==> src/hw/wwdr_pkg.sv <==
package wwdr_pkg;

  // ---------------------------------------------------------------------------
  // clock and timing
  // ---------------------------------------------------------------------------
  localparam int unsigned CLK_HZ          = 20_000_000;
  localparam int unsigned CYC_PER_MS      = CLK_HZ / 1000;
  localparam int unsigned HOLD_FAST_MS    = 16;
  localparam int unsigned PHASE_FAST_MS   = 32;
  localparam int unsigned HOLD_FAST_CYC   = HOLD_FAST_MS * CYC_PER_MS;
  localparam int unsigned PHASE_FAST_CYC  = PHASE_FAST_MS * CYC_PER_MS;
  localparam int unsigned LONG_OPEN_SHIFT = 2;   // long open phase is four open phases
  localparam int unsigned CNT_W           = 24;

  // ---------------------------------------------------------------------------
  // register map
  // ---------------------------------------------------------------------------
  localparam logic [11:0] OFS_CTRL   = 12'h000;
  localparam logic [11:0] OFS_STATUS = 12'h004;
  localparam logic [11:0] OFS_CAUSE  = 12'h008;

  localparam int unsigned CTRL_UV_IN_EN_BIT = 0;
  localparam int unsigned STAT_STATE_LSB    = 0;
  localparam int unsigned STAT_RESET_BIT    = 4;
  localparam int unsigned STAT_MODE_LSB     = 8;
  localparam int unsigned STAT_RMODE_BIT    = 12;
  localparam int unsigned CAUSE_UV_BIT      = 0;
  localparam int unsigned CAUSE_MISS_BIT    = 1;
  localparam int unsigned CAUSE_EARLY_BIT   = 2;
  localparam logic [2:0]  CAUSE_RST         = 3'h0;

  // ---------------------------------------------------------------------------
  // types
  // ---------------------------------------------------------------------------
  typedef enum logic [2:0] {
    ST_HOLD      = 3'b000,
    ST_IGNORE    = 3'b001,
    ST_LONG_OPEN = 3'b010,
    ST_CLOSED    = 3'b011,
    ST_OPEN      = 3'b100,
    ST_OFF       = 3'b101
  } wwdr_state_t;

  typedef enum logic [1:0] {
    MODE_FAST = 2'b00,
    MODE_SLOW = 2'b01,
    MODE_OFF  = 2'b10
  } wwdr_mode_t;

  typedef struct packed {
    wwdr_state_t        st;
    logic [CNT_W-1:0]   cnt;
    logic               trig_prev;
    logic               rst_pin_b;
    logic               rst_oe;
    logic               uv_in_en;
    logic [2:0]         cause;
    logic               pready;
    logic               pslverr;
    logic [31:0]        prdata;
  } wwdr_regs_t;

endpackage : wwdr_pkg

==> src/hw/wwdr_top.sv <==
// Added by the designer: the APB interface to the registers and the address map.
`timescale 1ns/1ns

// Function
// after power-on keep reset output low for the reset hold time, then release.
// reset output rising edge starts the ignore phase, 32 ms fast.
// trigger input activity is disregarded during the ignore phase.
// ignore phase end starts long open phase of four open times.
// valid trigger in long open phase starts a closed phase at once.
// only a high-to-low edge on the trigger input counts as trigger.
// processor keeps trigger pulses long enough and before long open expiry.
// closed phase end starts a standard open phase at once, 32 ms fast.
// valid trigger ends a standard open phase at once.
// standard open phase expiring without trigger drives reset output low.
// trigger edge during closed phase drives reset output low.
// processor triggers at a stable period landing inside open phases.
// two strap inputs pick fast, slow or off; both low is fast.
// output undervoltage indication drives reset output low.
// on the low-voltage option, input undervoltage also drives reset low.
// straps low-low fast, low-high slow, high-low fast, high-high off.
// reset hold is fast 16 ms only with both straps low, else 32 ms.
// processor avoids trigger pulses shorter than the minimum width.
// after any watchdog reset hold reset low, then restart at ignore phase.
// trigger ending a standard open phase starts a new closed phase.
// slow timing doubles ignore, closed, open and long open phases.
module wwdr_top #(
  parameter int unsigned P_HOLD_FAST_CYC  = wwdr_pkg::HOLD_FAST_CYC,
  parameter int unsigned P_PHASE_FAST_CYC = wwdr_pkg::PHASE_FAST_CYC,
  parameter bit          P_OPT_LOW_VOUT   = 1'b0
) (
  input  wire logic        i_clock,
  input  wire logic        i_rst_b,
  // apb slave
  input  wire logic        i_psel,
  input  wire logic        i_penable,
  input  wire logic        i_pwrite,
  input  wire logic [11:0] i_paddr,
  input  wire logic [31:0] i_pwdata,
  output logic             o_pready,
  output logic             o_pslverr,
  output logic      [31:0] o_prdata,
  // pins
  input  wire logic        i_watchdog_trigger_in,
  input  wire logic        i_timing_select_a,
  input  wire logic        i_timing_select_b,
  input  wire logic        i_vout_undervoltage,
  input  wire logic        i_vin_undervoltage,
  output logic             o_reset_out_pin_b,
  output logic             o_reset_out_oe
);

  localparam int unsigned CW        = wwdr_pkg::CNT_W;
  // bit positions of the pins inside the synchroniser vector
  localparam int unsigned PIN_N     = 5;
  localparam int unsigned PIN_TRIG  = 4;
  localparam int unsigned PIN_SEL_A = 3;
  localparam int unsigned PIN_SEL_B = 2;
  localparam int unsigned PIN_UV_O  = 1;
  localparam int unsigned PIN_UV_I  = 0;
  // only the trigger idles high; straps and comparators start low
  localparam logic [PIN_N-1:0] PIN_INIT = PIN_N'(1) << PIN_TRIG;

  // ---------------------------------------------------------------------------
  // elaboration checks
  // ---------------------------------------------------------------------------
  // the longest span is a slow long open phase: eight fast open phases
  if (P_HOLD_FAST_CYC < 1 || P_PHASE_FAST_CYC < 1) begin : g_chk_min
    $error("timing counts must be at least one cycle");
  end
  if (64'(P_PHASE_FAST_CYC) * 64'd8 > 64'd1 << CW || 64'(P_HOLD_FAST_CYC) * 64'd2 > 64'd1 << CW) begin : g_chk_max
    $error("timing counts exceed the phase counter");
  end

  // ---------------------------------------------------------------------------
  // pin synchronisers
  // ---------------------------------------------------------------------------
  logic [PIN_N-1:0] pins_lvl;
  logic [PIN_N-1:0] pins_raw;

  always_comb begin
    pins_raw            = '0;
    pins_raw[PIN_TRIG]  = i_watchdog_trigger_in;
    pins_raw[PIN_SEL_A] = i_timing_select_a;
    pins_raw[PIN_SEL_B] = i_timing_select_b;
    pins_raw[PIN_UV_O]  = i_vout_undervoltage;
    pins_raw[PIN_UV_I]  = i_vin_undervoltage;
  end

  // trigger idles high so no false edge is seen after reset
  wwdr_sync #(
    .W      (PIN_N),
    .P_INIT (PIN_INIT)
  ) u_sync (
    .i_clock (i_clock),
    .i_rst_b (i_rst_b),
    .i_async (pins_raw),
    .o_level (pins_lvl)
  );

  logic trig_lvl;
  logic sel_a;
  logic sel_b;
  logic uv_out;
  logic uv_in;

  assign trig_lvl = pins_lvl[PIN_TRIG];
  assign sel_a    = pins_lvl[PIN_SEL_A];
  assign sel_b    = pins_lvl[PIN_SEL_B];
  assign uv_out   = pins_lvl[PIN_UV_O];
  assign uv_in    = pins_lvl[PIN_UV_I];

  // ---------------------------------------------------------------------------
  // mode decode
  // ---------------------------------------------------------------------------
  wwdr_pkg::wwdr_mode_t wd_mode;
  logic                 hold_slow;

  always_comb begin
    unique case ({sel_a, sel_b})
      2'b00: wd_mode = wwdr_pkg::MODE_FAST;
      2'b01: wd_mode = wwdr_pkg::MODE_SLOW;
      2'b10: wd_mode = wwdr_pkg::MODE_FAST;
      2'b11: wd_mode = wwdr_pkg::MODE_OFF;
    endcase
  end

  assign hold_slow = sel_a | sel_b;

  // ---------------------------------------------------------------------------
  // phase durations, last count of each phase
  // ---------------------------------------------------------------------------
  logic [CW-1:0] hold_last;
  logic [CW-1:0] phase_last;
  logic [CW-1:0] long_last;
  logic [CW-1:0] phase_len;

  always_comb begin
    // slow mode doubles every window
    phase_len  = (wd_mode == wwdr_pkg::MODE_SLOW) ? CW'(P_PHASE_FAST_CYC * 2)
                                                  : CW'(P_PHASE_FAST_CYC);
    phase_last = phase_len - CW'(1);
    long_last  = CW'(phase_len << wwdr_pkg::LONG_OPEN_SHIFT) - CW'(1);
    hold_last  = hold_slow ? CW'(P_HOLD_FAST_CYC * 2 - 1)
                           : CW'(P_HOLD_FAST_CYC - 1);
  end

  // ---------------------------------------------------------------------------
  // state
  // ---------------------------------------------------------------------------
  wwdr_pkg::wwdr_regs_t r_r;
  wwdr_pkg::wwdr_regs_t r_nxt;

  logic trig_fall;
  logic uv_any;
  logic apb_setup;
  logic apb_done;
  logic wr_ctrl;
  logic wr_cause;
  logic addr_ok;

  assign trig_fall = r_r.trig_prev & ~trig_lvl;
  assign uv_any    = uv_out | (uv_in & r_r.uv_in_en);
  assign apb_setup = i_psel & ~i_penable;
  assign apb_done  = i_psel & i_penable & r_r.pready;
  assign addr_ok   = (i_paddr == wwdr_pkg::OFS_CTRL) || (i_paddr == wwdr_pkg::OFS_STATUS) ||
                     (i_paddr == wwdr_pkg::OFS_CAUSE);
  assign wr_ctrl   = apb_done & i_pwrite & (i_paddr == wwdr_pkg::OFS_CTRL);
  assign wr_cause  = apb_done & i_pwrite & (i_paddr == wwdr_pkg::OFS_CAUSE);

  // ---------------------------------------------------------------------------
  // register read words
  // ---------------------------------------------------------------------------
  logic [31:0] ctrl_word;
  logic [31:0] status_word;
  logic [31:0] cause_word;

  // built from registered state, so a read reports the cycle of its setup phase
  always_comb begin
    ctrl_word   = 32'h0000_0000;
    status_word = 32'h0000_0000;
    cause_word  = 32'h0000_0000;
    ctrl_word[wwdr_pkg::CTRL_UV_IN_EN_BIT]     = r_r.uv_in_en;
    status_word[wwdr_pkg::STAT_STATE_LSB +: 3] = r_r.st;
    status_word[wwdr_pkg::STAT_RESET_BIT]      = r_r.rst_pin_b;
    status_word[wwdr_pkg::STAT_MODE_LSB +: 2]  = wd_mode;
    status_word[wwdr_pkg::STAT_RMODE_BIT]      = hold_slow;
    cause_word[wwdr_pkg::CAUSE_UV_BIT]         = r_r.cause[wwdr_pkg::CAUSE_UV_BIT];
    cause_word[wwdr_pkg::CAUSE_MISS_BIT]       = r_r.cause[wwdr_pkg::CAUSE_MISS_BIT];
    cause_word[wwdr_pkg::CAUSE_EARLY_BIT]      = r_r.cause[wwdr_pkg::CAUSE_EARLY_BIT];
  end

  // ---------------------------------------------------------------------------
  // phase expiry
  // ---------------------------------------------------------------------------
  logic hold_done;
  logic phase_done;
  logic long_done;

  // >= rather than == so a strap change that shortens a running phase ends it at once
  assign hold_done  = (r_r.cnt >= hold_last);
  assign phase_done = (r_r.cnt >= phase_last);
  assign long_done  = (r_r.cnt >= long_last);

  always_comb begin
    logic [2:0] cause_set;
    cause_set = 3'h0;
    r_nxt     = r_r;
    r_nxt.trig_prev = trig_lvl;
    r_nxt.cnt       = r_r.cnt + CW'(1);

    // -------------------------------------------------------------------------
    // window sequencer
    // -------------------------------------------------------------------------
    unique case (r_r.st)
      wwdr_pkg::ST_HOLD: begin
        if (uv_any) begin
          r_nxt.cnt = '0;
        end else if (hold_done) begin
          r_nxt.cnt = '0;
          r_nxt.st  = (wd_mode == wwdr_pkg::MODE_OFF) ? wwdr_pkg::ST_OFF
                                                     : wwdr_pkg::ST_IGNORE;
        end
      end
      wwdr_pkg::ST_IGNORE: begin
        // trigger edges fall through unused here
        if (phase_done) begin
          r_nxt.cnt = '0;
          r_nxt.st  = wwdr_pkg::ST_LONG_OPEN;
        end
      end
      wwdr_pkg::ST_LONG_OPEN: begin
        if (trig_fall) begin
          r_nxt.cnt = '0;
          r_nxt.st  = wwdr_pkg::ST_CLOSED;
        end else if (long_done) begin
          cause_set[wwdr_pkg::CAUSE_MISS_BIT] = 1'b1;
          r_nxt.cnt = '0;
          r_nxt.st  = wwdr_pkg::ST_HOLD;
        end
      end
      wwdr_pkg::ST_CLOSED: begin
        if (trig_fall) begin
          cause_set[wwdr_pkg::CAUSE_EARLY_BIT] = 1'b1;
          r_nxt.cnt = '0;
          r_nxt.st  = wwdr_pkg::ST_HOLD;
        end else if (phase_done) begin
          r_nxt.cnt = '0;
          r_nxt.st  = wwdr_pkg::ST_OPEN;
        end
      end
      wwdr_pkg::ST_OPEN: begin
        if (trig_fall) begin
          r_nxt.cnt = '0;
          r_nxt.st  = wwdr_pkg::ST_CLOSED;
        end else if (phase_done) begin
          cause_set[wwdr_pkg::CAUSE_MISS_BIT] = 1'b1;
          r_nxt.cnt = '0;
          r_nxt.st  = wwdr_pkg::ST_HOLD;
        end
      end
      wwdr_pkg::ST_OFF: begin
        // straps changed away from off restart the sequence cleanly
        r_nxt.cnt = '0;
        if (wd_mode != wwdr_pkg::MODE_OFF) begin
          r_nxt.st = wwdr_pkg::ST_IGNORE;
        end
      end
      default: begin
        r_nxt.cnt = '0;
        r_nxt.st  = wwdr_pkg::ST_HOLD;
      end
    endcase

    // watchdog modes switched to off mid-sequence stop the window checking; undervoltage still forces the hold
    if (r_r.st != wwdr_pkg::ST_HOLD && r_r.st != wwdr_pkg::ST_OFF &&
        wd_mode == wwdr_pkg::MODE_OFF) begin
      r_nxt.cnt = '0;
      r_nxt.st  = wwdr_pkg::ST_OFF;
      cause_set = 3'h0;
    end

    // undervoltage overrides every phase
    if (uv_any) begin
      cause_set[wwdr_pkg::CAUSE_UV_BIT] = 1'b1;
      r_nxt.cnt = '0;
      r_nxt.st  = wwdr_pkg::ST_HOLD;
    end

    // reset output low exactly while holding; oe drives the open-drain pull-down
    r_nxt.rst_pin_b = (r_nxt.st != wwdr_pkg::ST_HOLD);
    r_nxt.rst_oe    = (r_nxt.st == wwdr_pkg::ST_HOLD);

    // -------------------------------------------------------------------------
    // apb slave
    // -------------------------------------------------------------------------
    // ready is registered from the setup phase, so no wait state, and every bus output stays registered
    r_nxt.pready  = apb_setup;
    r_nxt.pslverr = apb_setup & ~addr_ok;
    r_nxt.prdata  = 32'h0000_0000;
    if (apb_setup && !i_pwrite) begin
      unique case (i_paddr)
        wwdr_pkg::OFS_CTRL: begin
          r_nxt.prdata = ctrl_word;
        end
        wwdr_pkg::OFS_STATUS: begin
          r_nxt.prdata = status_word;
        end
        wwdr_pkg::OFS_CAUSE: begin
          r_nxt.prdata = cause_word;
        end
        default: begin
          r_nxt.prdata = 32'h0000_0000;
        end
      endcase
    end
    if (wr_ctrl) begin
      r_nxt.uv_in_en = i_pwdata[wwdr_pkg::CTRL_UV_IN_EN_BIT];
    end
    // write one to clear; a cause arriving in the same cycle wins
    r_nxt.cause = (r_r.cause & ~(wr_cause ? i_pwdata[2:0] : 3'h0)) | cause_set;
  end

  always_ff @(posedge i_clock or negedge i_rst_b) begin
    if (!i_rst_b) begin
      r_r <= '{st:        wwdr_pkg::ST_HOLD,
               cnt:       '0,
               trig_prev: 1'b1,
               rst_pin_b: 1'b0,
               rst_oe:    1'b1,
               uv_in_en:  P_OPT_LOW_VOUT,
               cause:     wwdr_pkg::CAUSE_RST,
               pready:    1'b0,
               pslverr:   1'b0,
               prdata:    32'h0000_0000};
    end else begin
      r_r <= r_nxt;
    end
  end

  // ---------------------------------------------------------------------------
  // outputs
  // ---------------------------------------------------------------------------
  assign o_pready          = r_r.pready;
  assign o_pslverr         = r_r.pslverr;
  assign o_prdata          = r_r.prdata;
  assign o_reset_out_pin_b = r_r.rst_pin_b;
  assign o_reset_out_oe    = r_r.rst_oe;

endmodule : wwdr_top

==> src/hw/wwdr_sync.sv <==
`timescale 1ns/1ns

// three-stage synchroniser; a bit's level changes only once stages two and three agree
module wwdr_sync #(
  parameter int unsigned W      = 1,
  parameter logic [W-1:0] P_INIT = '0
) (
  input  wire logic         i_clock,
  input  wire logic         i_rst_b,
  input  wire logic [W-1:0] i_async,
  output logic      [W-1:0] o_level
);

  typedef struct packed {
    logic [W-1:0] ff1;
    logic [W-1:0] ff2;
    logic [W-1:0] ff3;
    logic [W-1:0] lvl;
  } wwdr_sync_t;

  wwdr_sync_t s_r;
  wwdr_sync_t s_nxt;

  always_comb begin
    s_nxt     = s_r;
    s_nxt.ff1 = i_async;
    s_nxt.ff2 = s_r.ff1;
    s_nxt.ff3 = s_r.ff2;
    // a disagreement between stages two and three is a possible glitch: keep the old level
    s_nxt.lvl = (s_r.ff2 & ~(s_r.ff2 ^ s_r.ff3)) | (s_r.lvl & (s_r.ff2 ^ s_r.ff3));
  end

  always_ff @(posedge i_clock or negedge i_rst_b) begin
    if (!i_rst_b) begin
      s_r <= '{ff1: P_INIT, ff2: P_INIT, ff3: P_INIT, lvl: P_INIT};
    end else begin
      s_r <= s_nxt;
    end
  end

  assign o_level = s_r.lvl;

endmodule : wwdr_sync

==> config.mk <==
export PLATFORM = sky130hd
export DESIGN_NAME = wwdr_top
export DESIGN_NICKNAME = d
export VERILOG_FILES = /design/src/hw/wwdr_pkg.sv /design/src/hw/wwdr_top.sv /design/src/hw/wwdr_sync.sv
export SDC_FILE = /design/constraint.sdc
export NUM_CORES = 1
export LEC_CHECK = 0
export ABC_AREA = 1
export BUFFER_PORTS_ARGS = -buffer_cell sky130_fd_sc_hd__buf_4
export CORE_MARGIN = 2
export CORE_UTILIZATION = 54
export DETAILED_ROUTE_END_ITERATION = 8
export PLACE_DENSITY_LB_ADDON = 0.12
export SYNTH_ARGS = -nofsm -noshare
export SYNTH_HDL_FRONTEND = slang
export SYNTH_SLANG_ARGS = --single-unit
==> constraint.sdc <==
create_clock -name i_clock -period 2.55 [get_ports i_clock]
set_clock_uncertainty 0.15 [all_clocks]
set_input_delay 0.1275 -clock i_clock [delete_from_list [all_inputs] [get_ports i_clock]]
set_output_delay 0.1275 -clock i_clock [all_outputs]
set_load 0.01 [all_outputs]
==> metrics.yaml <==
synth_area_leaders: "dfrtp_1 (38%), nand2_1 (7.4%), buf_4 (6.3%), inv_1 (6.2%), nor2_1 (6.0%)"
num_io_pins: 90
rows: 30
synth_flop_cell: "dfrtp_1"
slowest_stage: "dfrtp_1"
hold_violations: 0
cp-start-kind: "flop"
finalHoldWorstSlack_ps: 13.30
yosys_register_bits: 63
final_antenna_net_count: 0
synth_edf_count: 0
end_kind: "flop"
setup_viol: 0
portBuffers: 35
firstDrtPassIters: 4
clkSinkCount: 63
drive_gt1_share_pct: 25.95
r2r-end: "r_r[43]"
cpPeakStageDelay_ps: 440
cts_tree: "yes"
drt_iter0_drc: 108
cts_buffer_depth: 2
hold_start: "i_paddr[2]"
die_h_um: 87.72
maxCapViolations: 0
routed-via-count: 3034
dr_wl_met3_um: 282
final_util_pct: 65.78
clk_pin_slew_ps: 80
antenna_cells: 0
nFillCells: 604
hold_depth: 4
yosysWarnings: 0
fmax_mhz: 413.9
synth_area_leader_cell: "dfrtp_1"
met1_length_um: 3433
grt_pass1_vias: 2890
grt_max_degree: 64
crit_type: "flop to flop"
synth_area_sq_um: 3785
cts_buffers: 9
max-vdd-ir-drop_uv: 389.8
synth_common_cells: "nand2_1 (75), inv_1 (63), nor2_1 (60)"
crit_fanout: 10
met2WireLength_um: 3582
fp.dieW_um: 87.72
grt_pass1_wl_um: 12770
htreeDepth: 3
status: "completed"
yosysSeqAreaShare_pct: 41.85
dpl.hpwl_um: 5489
p_per_area_nw_per_um2: 483.7
gp_congestion: 0.9155
yosysUniqueCellTypes: 44
wirelength_um: 7409
cp.arrival_ps: 2510
fin_crit_ps: 2416
p_total_w: 0.002162
rsz0062_at_grt: "yes"
worst_r2r_path_depth: 13
via_per_inst: 4.894
synth.most_common_cell: "nand2_1"
drcViolationCount: 0
core_sq_um: 6794
fin_crit_sh_pct: 94.74
routedWlPerCell_um: 11.95
p_leak_nw: 2.457
dpl_cell_area_sq_um: 4080
highest_layer: "met4"
track_usage_pct: 21.39
slew_headroom_pct: 48.55
async_flop_share_pct: 100.0
min_to: "o_prdata[2]"
die-area_sq_um: 7695
grt_overflow: 0
crit_required_ps: 2650
nets: 586
postSynthAreaPerCell_sq_um: 8.318
finalMaxSlewViolations: 0
areaGrowthSynthToFinish_pct: 18.08
clkLatencyLatePin_ps: 340
root_buffer: "clkbuf_8"
syn_inst: 455
worst_slew_pin_slew_ps: 771.7
hold_path_class: "primary input to flop"
fin_area_sq_um: 4469
yosys.area.top_type_share_pct: 37.69
antenna_found_initial: 0
crit_chain: "inv_2 -> nand2_4 -> buf_4 -> ha_1 -> or2_2 -> nor2_1 -> nor2_1 -> nor2_4 -> nand3_2 -> nand4_4 -> nand2_4 -> buf_4 -> nor3_1"
ff2ff_setup_slack_ps: 130
start_util_pct: 55.71
## power by group
| part | switching (W) | total, W | internal (W) |
|---|---|---|---|
| Sequential | 0.0000217 | 0.00106 | 0.00103 |
| Combinational | 0.000128 | 0.000221 | 0.0000926 |
| Clock | 0.000424 | 0.000885 | 0.000461 |
| Total | 0.000574 | 0.00216 | 0.00159 |
## kinds of logic after synthesis
family | count (synthesis) | share of synthesized area [%]
mux | 1 | 0.2975
fa+ha+maj | 18 | 5.620
other cells | 1 | 0.09908
simple gates | 222 | 30.88
buf+inv | 113 | 14.81
xor+xnor | 5 | 1.157
compound gates | 32 | 5.290
flops | 63 | 41.85
## layout by cell type, fill, tap and decap left out, drive strengths merged, types with 14 or more instances in the layout
cell type / instances
buf: 50
conb: 25
dfrtp: 57
dlygate4sd3: 14
inv: 80
nand2: 85
nand3: 34
nand4: 18
nor2: 74
o21ai: 14
## cell type report
| type | instances | area [sq um] | area share [%] |
|---|---|---|---|
| clock inverters | 7 | 80.08 | 1.792 |
| multi-input cells | 303 | 1752 | 39.19 |
| inverters | 78 | 292.8 | 6.551 |
| clock buffers | 9 | 123.9 | 2.772 |
| well taps | 96 | 120.1 | 2.688 |
| flip-flops and latches | 63 | 1585 | 35.47 |
| repair buffers | 64 | 515.5 | 11.53 |
## layer usage
layer  global-route usage [%]  up-vias
li1                         -     1514
met1                    28.27     1435
met2                    35.26       72
met3                    3.676       13
met4                    8.252        0
met5                        0        -
## state kept, by name (all words and copies together) (netlist names), named ones only
register and count:
o_reset_out_pin_b 1, u_sync.s_nxt 10, ctrl_word 1, o_pready 1, o_reset_out_oe 1, u_sync.s_r 5, r_r 28, o_prdata 7
cause_word 3, o_pslverr 1
## timing repair
item	4_1_cts	5_1_grt
hold buffers	14	0
setup endpoints to repair	1	28
hold endpoints to repair	73	0
gates resized for setup	1	7
pin swaps	0	4
setup buffers	0	3
## stage by stage
stage	setup slack, ps	std cells	setup TNS, ps
after floorplan	357.8	479	0
final	134.2	620	0
after CTS	61.45	617	0
after global routing	-28.42	620	-72.97
after detailed placement	10.13	587	0
after global placement	82.39	587	0
## critical path: cells and delay by family (launching register included)
family / cells / cell delay (ps)
DFF: 1 / 440
adders and majority gates: 1 / 160
buffers and inverters: 3 / 420
and+or+nand+nor: 9 / 1140
## worst max path at each step
stage / start / endpoint / slack, ps / cells after the start
5_1_grt: flop / o_reset_out_oe / -30 / 14
4_1_cts: flop / r_r[43] / 60 / 12
3_3_place_gp: flop / r_r[43] / 80 / 14
2_1_floorplan: flop / r_r[45] / 360 / 11
3_5_place_dp: flop / r_r[43] / 10 / 12
6_report: flop / r_r[43] / 130 / 13
No activity file was read; power rests on OpenSTA's default activity.
